File: src/inc/sfr_bank_pkg.sv
// constants and state layout for the core status, port and power register bank
// ----------------------------------------------------------------------------
// ----------------------------------------------------------------------------
package sfr_bank_pkg;
	// register indices; byte address is four times the index
	localparam logic [3:0] IDX_INDIRECT = 4'h0;
	localparam logic [3:0] IDX_STATUS = 4'h3;
	localparam logic [3:0] IDX_POINTER = 4'h4;
	localparam logic [3:0] IDX_PORT_A = 4'h5;
	localparam logic [3:0] IDX_PORT_B = 4'h6;
	localparam logic [3:0] IDX_POWER = 4'h8;
	localparam logic [3:0] IDX_WAKE = 4'h9;
	localparam logic [3:0] IDX_PC_HIGH = 4'hA;
	localparam logic [3:0] IDX_PULL_LOW = 4'hB;
	localparam logic [3:0] IDX_PULL_HIGH = 4'hC;
	// status field positions
	localparam int ST_CARRY = 0;
	localparam int ST_HALF = 1;
	localparam int ST_ZERO = 2;
	localparam int ST_PD = 3;
	localparam int ST_TO = 4;
	localparam int ST_SPARE = 5;
	localparam int ST_BANK = 6;
	// power control field positions
	localparam int PW_WDT = 7;
	localparam int PW_LVD = 5;
	localparam int PW_PA5_PU = 4;
	localparam int PW_LVR = 3;
	// program-counter buffer field positions
	localparam int PCH_STOP = 6;
	localparam int PCH_W = 3;
	// values after reset
	localparam logic [7:0] STATUS_RST = 8'h18;
	localparam logic [7:0] POINTER_RST = 8'h00;
	localparam logic [7:0] PORT_A_RST = 8'h00;
	localparam logic [7:0] PORT_B_RST = 8'h00;
	localparam logic [7:0] POWER_RST = 8'h98;
	localparam logic [5:0] WAKE_RST = 6'h3F;
	localparam logic [2:0] PC_HIGH_RST = 3'h0;
	localparam logic [7:0] PULL_LOW_RST = 8'hFF;
	localparam logic [5:0] PULL_HIGH_RST = 6'h3F;

	// whole state of the bank
	typedef struct packed {
		logic [7:0] status;
		logic [7:0] pointer;
		logic [7:0] port_a;
		logic [7:0] port_b;
		logic [7:0] power;
		logic [5:0] wake;
		logic [2:0] pc_high;
		logic [7:0] pull_low;
		logic [5:0] pull_high;
		logic speedup_stop;
		logic ack;
		logic [7:0] rdata;
	} bank_state_t;
endpackage

File: src/verilog/core_status_port_power_sfr_bank.sv
// core status, pointer, port data and power-control register bank
//
// The Avalon-MM register port was chosen for this implementation.
`timescale 1ns/1ps
module core_status_port_power_sfr_bank
	import sfr_bank_pkg::*;
#(
	parameter int ADDR_W = 6
)
(
	// clock and reset
	input wire logic clk,
	input wire logic rst_b,
	// avalon-mm slave
	input wire logic [ADDR_W-1:0] address,
	input wire logic read,
	input wire logic write,
	input wire logic [7:0] writedata,
	output logic [7:0] readdata,
	output logic waitrequest,
	// core events
	input wire logic alu_flag_update,
	input wire logic alu_carry,
	input wire logic alu_half_carry,
	input wire logic alu_zero,
	input wire logic clrwdt_exec,
	input wire logic sleep_exec,
	input wire logic watchdog_timeout,
	input wire logic special_page_access,
	// pins and direction
	input wire logic [7:0] port_a_pins,
	input wire logic [5:0] port_b_pins,
	input wire logic [7:0] port_a_is_output,
	input wire logic [5:0] port_b_is_output,
	input wire logic output_readback_option,
	// control outputs
	output logic [1:0] bank_select,
	output logic [6:0] indirect_pointer,
	output logic [7:0] port_a_latch,
	output logic [5:0] port_b_latch,
	output logic watchdog_enable,
	output logic low_voltage_detect_enable,
	output logic low_voltage_reset_enable,
	output logic pa5_pullup_enable_n,
	output logic [5:0] pin_wake_enable,
	output logic [2:0] pc_high_buffer,
	output logic crystal_speedup_stop,
	output logic [3:0] port_a_pulldown_enable_n,
	output logic [3:0] port_b_pulldown_enable_n,
	output logic [5:0] port_b_pullup_enable_n
);

	// ------------------------------------------------------------------
	// state
	// ------------------------------------------------------------------
	// constant reset image
	localparam bank_state_t STATE_RST = '{
		status: STATUS_RST, pointer: POINTER_RST, port_a: PORT_A_RST,
		port_b: PORT_B_RST, power: POWER_RST, wake: WAKE_RST,
		pc_high: PC_HIGH_RST, pull_low: PULL_LOW_RST,
		pull_high: PULL_HIGH_RST, speedup_stop: 1'b0, ack: 1'b0,
		rdata: 8'h00};

	bank_state_t cur; // registered state
	bank_state_t next_cur; // next state
	logic req; // request present
	logic take; // request completes this edge
	logic [3:0] target; // effective register index
	logic mapped; // address hits a register
	logic [7:0] rd_value; // read mux output
	logic [7:0] port_a_read; // port A readback
	logic [5:0] port_b_read; // port B readback

	// ------------------------------------------------------------------
	// address decode
	// ------------------------------------------------------------------
	assign req = read | write;
	// second cycle of a request ends it
	assign take = req & cur.ack;
	assign waitrequest = req & ~cur.ack;

	// resolve indirect access and alignment
	always_comb
	begin
		target = address[5:2];
		mapped = (address[1:0] == 2'h0) && ((address >> 6) == '0);
		// indirect location uses the pointer's low seven bits
		if (target == IDX_INDIRECT)
		begin
			target = cur.pointer[3:0];
			// pointer outside this bank, or itself indirect, hits nothing
			if (cur.pointer[6:4] != 3'h0 || cur.pointer[3:0] == IDX_INDIRECT)
			begin
				mapped = 1'b0;
			end
		end
	end

	// ------------------------------------------------------------------
	// port readback
	// ------------------------------------------------------------------
	// output pins return the latch when the option is set, else the pin
	always_comb
	begin
		for (int i = 0; i < 8; i++)
		begin
			port_a_read[i] = (port_a_is_output[i] & output_readback_option) ?
				cur.port_a[i] : port_a_pins[i];
		end
		for (int i = 0; i < 6; i++)
		begin
			port_b_read[i] = (port_b_is_output[i] & output_readback_option) ?
				cur.port_b[i] : port_b_pins[i];
		end
	end

	// ------------------------------------------------------------------
	// read mux
	// ------------------------------------------------------------------
	always_comb
	begin
		rd_value = 8'h00;
		if (mapped)
		begin
			unique case (target)
				IDX_STATUS: rd_value = cur.status;
				IDX_POINTER: rd_value = cur.pointer;
				IDX_PORT_A: rd_value = port_a_read;
				// upper two bits are storage, not pins
				IDX_PORT_B: rd_value = {cur.port_b[7:6], port_b_read};
				IDX_POWER: rd_value = cur.power;
				// unused upper bits read zero
				IDX_WAKE: rd_value = {2'h0, cur.wake};
				// write-only register reads zero
				IDX_PC_HIGH: rd_value = 8'h00;
				IDX_PULL_LOW: rd_value = cur.pull_low;
				IDX_PULL_HIGH: rd_value = {2'h0, cur.pull_high};
				default: rd_value = 8'h00;
			endcase
		end
	end

	// ------------------------------------------------------------------
	// next state
	// ------------------------------------------------------------------
	always_comb
	begin
		next_cur = cur;
		next_cur.speedup_stop = 1'b0;
		// ack for one cycle, then drop so requests never run together
		next_cur.ack = req & ~cur.ack;
		// read value sampled once, in the request's first cycle
		if (req & ~cur.ack)
		begin
			next_cur.rdata = rd_value;
		end
		// software writes land at the edge that ends the request
		if (take & write & mapped)
		begin
			unique case (target)
				// bank, spare and flags all writable
				IDX_STATUS: next_cur.status = writedata;
				IDX_POINTER: next_cur.pointer = writedata;
				IDX_PORT_A: next_cur.port_a = writedata;
				IDX_PORT_B: next_cur.port_b = writedata;
				IDX_POWER: next_cur.power = writedata;
				IDX_WAKE: next_cur.wake = writedata[5:0];
				IDX_PC_HIGH:
				begin
					next_cur.pc_high = writedata[PCH_W-1:0];
					next_cur.speedup_stop = writedata[PCH_STOP];
				end
				IDX_PULL_LOW: next_cur.pull_low = writedata;
				IDX_PULL_HIGH: next_cur.pull_high = writedata[5:0];
				default: next_cur.ack = next_cur.ack;
			endcase
		end
		// arithmetic results override a software write in the same cycle
		if (alu_flag_update)
		begin
			next_cur.status[ST_CARRY] = alu_carry;
			next_cur.status[ST_HALF] = alu_half_carry;
			next_cur.status[ST_ZERO] = alu_zero;
		end
		// clear-watchdog marks both flags high
		if (clrwdt_exec)
		begin
			next_cur.status[ST_PD] = 1'b1;
			next_cur.status[ST_TO] = 1'b1;
		end
		// sleep clears powerdown, sets timeout
		if (sleep_exec)
		begin
			next_cur.status[ST_PD] = 1'b0;
			next_cur.status[ST_TO] = 1'b1;
		end
		// a timeout event is never lost
		if (watchdog_timeout)
		begin
			next_cur.status[ST_TO] = 1'b0;
		end
	end

	// ------------------------------------------------------------------
	// state register
	// ------------------------------------------------------------------
	always_ff @(posedge clk)
	begin
		if (!rst_b)
		begin
			cur <= STATE_RST;
		end
		else
		begin
			cur <= next_cur;
		end
	end

	// ------------------------------------------------------------------
	// outputs
	// ------------------------------------------------------------------
	assign readdata = cur.rdata;
	// special pages are always reached with bank zero
	assign bank_select = special_page_access ? 2'h0 :
		cur.status[ST_BANK+1:ST_BANK];
	assign indirect_pointer = cur.pointer[6:0];
	assign port_a_latch = cur.port_a;
	assign port_b_latch = cur.port_b[5:0];
	assign watchdog_enable = cur.power[PW_WDT];
	assign low_voltage_detect_enable = cur.power[PW_LVD];
	assign low_voltage_reset_enable = cur.power[PW_LVR];
	assign pa5_pullup_enable_n = cur.power[PW_PA5_PU];
	assign pin_wake_enable = cur.wake;
	assign pc_high_buffer = cur.pc_high;
	assign crystal_speedup_stop = cur.speedup_stop;
	assign port_a_pulldown_enable_n = cur.pull_low[3:0];
	assign port_b_pulldown_enable_n = cur.pull_low[7:4];
	assign port_b_pullup_enable_n = cur.pull_high;

	// ------------------------------------------------------------------
	// checks
	// ------------------------------------------------------------------
	// carry and zero follow the alu one edge later
	property p_alu_flags;
		@(posedge clk) disable iff (!rst_b)
		alu_flag_update |=> (cur.status[ST_CARRY] == $past(alu_carry)) &&
			(cur.status[ST_ZERO] == $past(alu_zero));
	endproperty
	a_alu_flags: assert property (p_alu_flags)
		else $error("alu flags not captured");

	// half carry follows the alu
	property p_half;
		@(posedge clk) disable iff (!rst_b)
		alu_flag_update |=> cur.status[ST_HALF] == $past(alu_half_carry);
	endproperty
	a_half: assert property (p_half)
		else $error("half carry not captured");

	// sleep without timeout leaves powerdown low, timeout high
	property p_sleep;
		@(posedge clk) disable iff (!rst_b)
		sleep_exec && !watchdog_timeout |=> !cur.status[ST_PD] && cur.status[ST_TO];
	endproperty
	a_sleep: assert property (p_sleep)
		else $error("sleep did not update flags");

	// timeout always clears the timeout flag
	property p_timeout;
		@(posedge clk) disable iff (!rst_b)
		watchdog_timeout |=> !cur.status[ST_TO];
	endproperty
	a_timeout: assert property (p_timeout)
		else $error("timeout flag not cleared");

	// every request is answered on its second cycle
	property p_answer;
		@(posedge clk) disable iff (!rst_b)
		req && !cur.ack |=> !waitrequest || !req;
	endproperty
	a_answer: assert property (p_answer)
		else $error("request not answered in two cycles");

	// a port A write lands in the latch
	property p_port_write;
		@(posedge clk) disable iff (!rst_b)
		take && write && mapped && target == IDX_PORT_A |=> port_a_latch == $past(writedata);
	endproperty
	a_port_write: assert property (p_port_write)
		else $error("port latch not written");

	// write-only buffer reads zero
	property p_wo_read;
		@(posedge clk) disable iff (!rst_b)
		read && !cur.ack && target == IDX_PC_HIGH |=> readdata == 8'h00;
	endproperty
	a_wo_read: assert property (p_wo_read)
		else $error("write-only register read nonzero");

	// speed-up stop is a single-cycle pulse
	property p_stop_pulse;
		@(posedge clk) disable iff (!rst_b)
		crystal_speedup_stop |=> !crystal_speedup_stop;
	endproperty
	a_stop_pulse: assert property (p_stop_pulse)
		else $error("speed-up stop held too long");

	// special page access forces bank zero
	property p_special;
		@(posedge clk) disable iff (!rst_b)
		special_page_access |-> bank_select == 2'h0;
	endproperty
	a_special: assert property (p_special)
		else $error("bank select seen on special page");

	// power enables sit at their reset values after reset
	property p_power_reset;
		@(posedge clk)
		$rose(rst_b) |-> watchdog_enable && !low_voltage_detect_enable &&
			low_voltage_reset_enable && pa5_pullup_enable_n;
	endproperty
	a_power_reset: assert property (p_power_reset)
		else $error("power control reset value wrong");

	// stop bit and counter bits carried by the current write
	logic [3:0] pc_write_bits;
	assign pc_write_bits = {writedata[PCH_STOP], writedata[PCH_W-1:0]};

	// clear-watchdog alone raises both reset-cause flags
	property p_clrwdt;
		@(posedge clk) disable iff (!rst_b)
		clrwdt_exec && !sleep_exec && !watchdog_timeout |=> cur.status[ST_PD] && cur.status[ST_TO];
	endproperty
	a_clrwdt: assert property (p_clrwdt)
		else $error("clear-watchdog did not set flags");

	// status bits 7:3 and pointer bit 7 sit at their reset images
	property p_reset_status;
		@(posedge clk)
		$rose(rst_b) |-> cur.status[7:3] == STATUS_RST[7:3] && cur.pointer[7] == POINTER_RST[7];
	endproperty
	a_reset_status: assert property (p_reset_status)
		else $error("status reset value wrong");

	// wake, buffer and pull controls sit at their reset images
	property p_reset_ctrl;
		@(posedge clk)
		$rose(rst_b) |-> pin_wake_enable == WAKE_RST && pc_high_buffer == PC_HIGH_RST &&
			port_b_pullup_enable_n == PULL_HIGH_RST &&
			{port_b_pulldown_enable_n, port_a_pulldown_enable_n} == PULL_LOW_RST;
	endproperty
	a_reset_ctrl: assert property (p_reset_ctrl)
		else $error("control reset value wrong");

	// a port B write lands in latch and storage bits
	property p_port_b_write;
		@(posedge clk) disable iff (!rst_b)
		take && write && mapped && target == IDX_PORT_B |=> cur.port_b == $past(writedata);
	endproperty
	a_port_b_write: assert property (p_port_b_write)
		else $error("port B latch not written");

	// a buffer write loads counter bits and the stop strobe
	property p_pc_write;
		@(posedge clk) disable iff (!rst_b)
		take && write && mapped && target == IDX_PC_HIGH |=>
			{crystal_speedup_stop, pc_high_buffer} == $past(pc_write_bits);
	endproperty
	a_pc_write: assert property (p_pc_write)
		else $error("counter buffer not written");

	// counter bits change only through a buffer write
	property p_pc_hold;
		@(posedge clk) disable iff (!rst_b)
		!(take && write && mapped && target == IDX_PC_HIGH) |=> $stable(pc_high_buffer);
	endproperty
	a_pc_hold: assert property (p_pc_hold)
		else $error("counter buffer changed without a write");

	// with the option clear, port A reads the pin levels
	property p_readback;
		@(posedge clk) disable iff (!rst_b)
		read && !cur.ack && mapped && target == IDX_PORT_A && !output_readback_option |=>
			readdata == $past(port_a_pins);
	endproperty
	a_readback: assert property (p_readback)
		else $error("port A pin level not read");

	// a status write with no core event lands whole
	property p_status_write;
		@(posedge clk) disable iff (!rst_b)
		take && write && mapped && target == IDX_STATUS && !alu_flag_update && !clrwdt_exec &&
			!sleep_exec && !watchdog_timeout |=> cur.status == $past(writedata);
	endproperty
	a_status_write: assert property (p_status_write)
		else $error("status write lost");

endmodule

File: config.mk
export PLATFORM = sky130hd
export DESIGN_NAME = core_status_port_power_sfr_bank
export DESIGN_NICKNAME = d
export VERILOG_FILES = /design/src/inc/sfr_bank_pkg.sv /design/src/verilog/core_status_port_power_sfr_bank.sv
export SDC_FILE = /design/constraint.sdc
export NUM_CORES = 1
export LEC_CHECK = 0
export ABC_AREA = 1
export BUFFER_PORTS_ARGS = -buffer_cell sky130_fd_sc_hd__clkbuf_2
export CAP_MARGIN = 20
export CORE_MARGIN = 2
export CORE_UTILIZATION = 55
export CTS_CLUSTER_DIAMETER = 200
export DETAILED_ROUTE_END_ITERATION = 8
export PLACE_DENSITY = 0.91
export SKIP_LAST_GASP = 1
export SLEW_MARGIN = 10
export SYNTH_ARGS = -nofsm -noshare
export SYNTH_HDL_FRONTEND = slang
export SYNTH_SLANG_ARGS = --single-unit
File: constraint.sdc
create_clock -name clk -period 4.4 [get_ports clk]
set_input_delay 0.22 -clock clk [delete_from_list [all_inputs] [get_ports clk]]
set_output_delay 0.22 -clock clk [all_outputs]
set_load 0.02 [all_outputs]
==> out/metrics.csv <==
metric;value;unit
total_power;1.474;mW
gr-total-overflow;0;
period_share;51.10;%
status;complete, no violations;
required;4.58;ns
num_vias;4174;
cpMostUsedCell;nand3_1;
root_buffer;clkbuf_8;
hp-class;in2reg;
post_cts_buffers;0;
post_dp_cell_area;4385;µm²
setup_viol;0;
vdd_ir_drop_max;197.7;µV
crit_path_start_kind;register;
crit_path_cell_trace;nand3_1 -> nand2_2 -> nor2_2 -> nand3_1 -> nand2_1 -> o211ai_1;
drcViolationCount;0;
period_needed;2.249;ns
ios;115;
htreeDepth;3;
syn-num-nets;659;
clock_path_buffers;2;
nNetsFinal;711;
fin_cells;760;
worst-path-max-fanout;22;
power_density;318.9;nW/µm²
first_pass_iters;5;
fmaxAchievable;0.4447;GHz
ys_warn_count;0;
die_w;91.47;µm
vias_per_cell;5.492;
final_antenna_net_count;0;
fin_area;4621;µm²
cts_buffers;9;
cp_slowest_cell;nor2_2;
ctsResizeCount;0;
wl_per_cell;15.38;µm
report.final.slew_viol_count;0;
drive_gt1_share;26.32;%
syn-instance-count;604;
worst_pin_slew;1.080;ns
grt_start_max_net_pins;61;
rsz0062_at_grt;false;
cts_hold_buffers;0;
path_clk_slew;0.08;ns
fin_util;63.03;%
die-area;8366;µm²
grt_pass1_wl;18680;µm
synth.avg_cell_area;6.967;µm²
place_inst;744;
slew_headroom;27.98;%
hold_viol;0;
synth_area;4208;µm²
path_class;reg2reg;
cts_tree;done;
drt-total-wl;11690;µm
initial_core_util;57.40;%
cts.sinks;73;
antenna_cells;0;
power_leakage;2.359;nW
clock_latency;0.35;ns
synth_edf_count;0;
tns;0;ns
gp_congestion;0.9001;
synthToLayoutAreaGrowth;9.813;%
crit_arrival;2.43;ns
timing.max_cap.violations;0;
critical_path_buf_inv_count;0;
chipHeight;91.47;µm
cp-end-kind;register;
hold_slack;0.1104;ns
fin_worst_skew;0.007548;ns
dp_slack;2.170;ns
grtUsageTotal;28.12;%
synth_seq_area_share;34.73;%
async_flop_share;0;%
portBuffers;114;
rows;31;
setup_ws;2.151;ns
postSynthRegisterBits;73;
crit_family;simple AND/OR/NAND/NOR gates;
rrSetupSlack;2.15;ns
antenna_found_initial;0;
ys.flop_type;dfxtp_1;
hpwl;8787;µm
ys_types;29;
grt_pass1_vias;3887;
core_region_area;7331;µm²
slowest_delay;0.70;ns
drtIter0Drc;509;
## worst register-to-register path: cells and delay by family (launching register included)
kind	cells	cell delay (ns)
simple gates	5	1.62
compound gates	1	0.11
flops	1	0.36
## layout make-up
cell class,count,area [µm²]
repair buffers,114,570.5
well taps,99,123.9
inverters,41,155.1
clock buffers,11,131.4
fillers,674,2710
flip-flops and latches,73,1461
multi-input cells,417,2074
clock inverters,5,103.9
## per-layer routing
layer  vias to the layer above  global-route usage, %  share of wire, %
met5                         -                      0                 0
met4                         0                  13.38               3.4
met3                        32                  5.394               9.7
met2                       230                  44.06                46
met1                      1877                  37.14                41
li1                       2035                      -                 -
## final timing paths
| path | depth (start not counted) | end | startpoint |
|---|---|---|---|
| worst max-delay path | 6 | port_b_pullup_enable_n[0] | indirect_pointer[0] |
| worst min-delay path | 4 | cur[69] | watchdog_timeout |
| worst max register to register | 6 | port_b_pullup_enable_n[0] | indirect_pointer[0] |
| worst min register to register | 2 | port_a_latch[3] | port_a_latch[3] |
## state kept, by name, summed over array words and instances (netlist names)
register,flops
readdata,8
port_a_pulldown_enable_n,4
port_a_latch,8
port_b_pullup_enable_n,6
port_b_pulldown_enable_n,4
crystal_speedup_stop,1
low_voltage_reset_enable,1
indirect_pointer,7
pin_wake_enable,6
watchdog_enable,1
port_b_latch,6
pa5_pullup_enable_n,1
cur,16
pc_high_buffer,3
low_voltage_detect_enable,1
## cell usage in the layout (no fill, tap or decap), drive strengths merged
master,netlist,routed
a211oi,1,1
a21oi,35,35
and3,1,1
bufinv,0,3
clkbuf,6,125
clkinv,2,4
dfxtp,73,73
inv,39,39
nand2,177,177
nand3,71,71
nand4,3,3
nor2,62,62
nor3,2,2
o211ai,18,18
o21ai,47,47
## logic make-up (layout without fill, tap and decap cells)
logic type             count (synthesis)  count (layout)  synth area share, %
AND/OR/NAND/NOR                      316             316                35.86
AO/OA/AOI/OAI                        101             101                13.44
buffers and inverters                114             171                15.97
flip-flops                            73              73                34.73
## where the power goes
| part | internal, mW | leakage [nW] | switching, mW |
|---|---|---|---|
| Combinational | 0.0526 | 1.65 | 0.121 |
| Sequential | 0.666 | 0.590 | 0.00329 |
| Clock | 0.377 | 0.118 | 0.253 |
## cell usage after synthesis (2+ instances only)
master | number | area share [%]
clkbuf_1 | 6 | 0.54
nand2_2 | 14 | 2.1
nand3_2 | 2 | 0.48
nand2_4 | 6 | 1.6
o211ai_1 | 18 | 3.2
nand2_1 | 157 | 14
dfxtp_1 | 73 | 35
buf_6 | 4 | 1.1
inv_2 | 6 | 0.54
nor2_1 | 49 | 4.4
a21oi_2 | 2 | 0.42
a21oi_1 | 33 | 3.9
buf_2 | 8 | 0.95
o21ai_1 | 15 | 1.8
nor2_4 | 5 | 1.3
nor2_2 | 3 | 0.45
inv_1 | 33 | 2.9
nand4_1 | 3 | 0.45
buf_4 | 54 | 9.6
nand3_1 | 69 | 8.2
o21ai_0 | 32 | 3.8
nor2_8 | 5 | 2.4
Note: power is estimated with default switching activity, not from simulation.
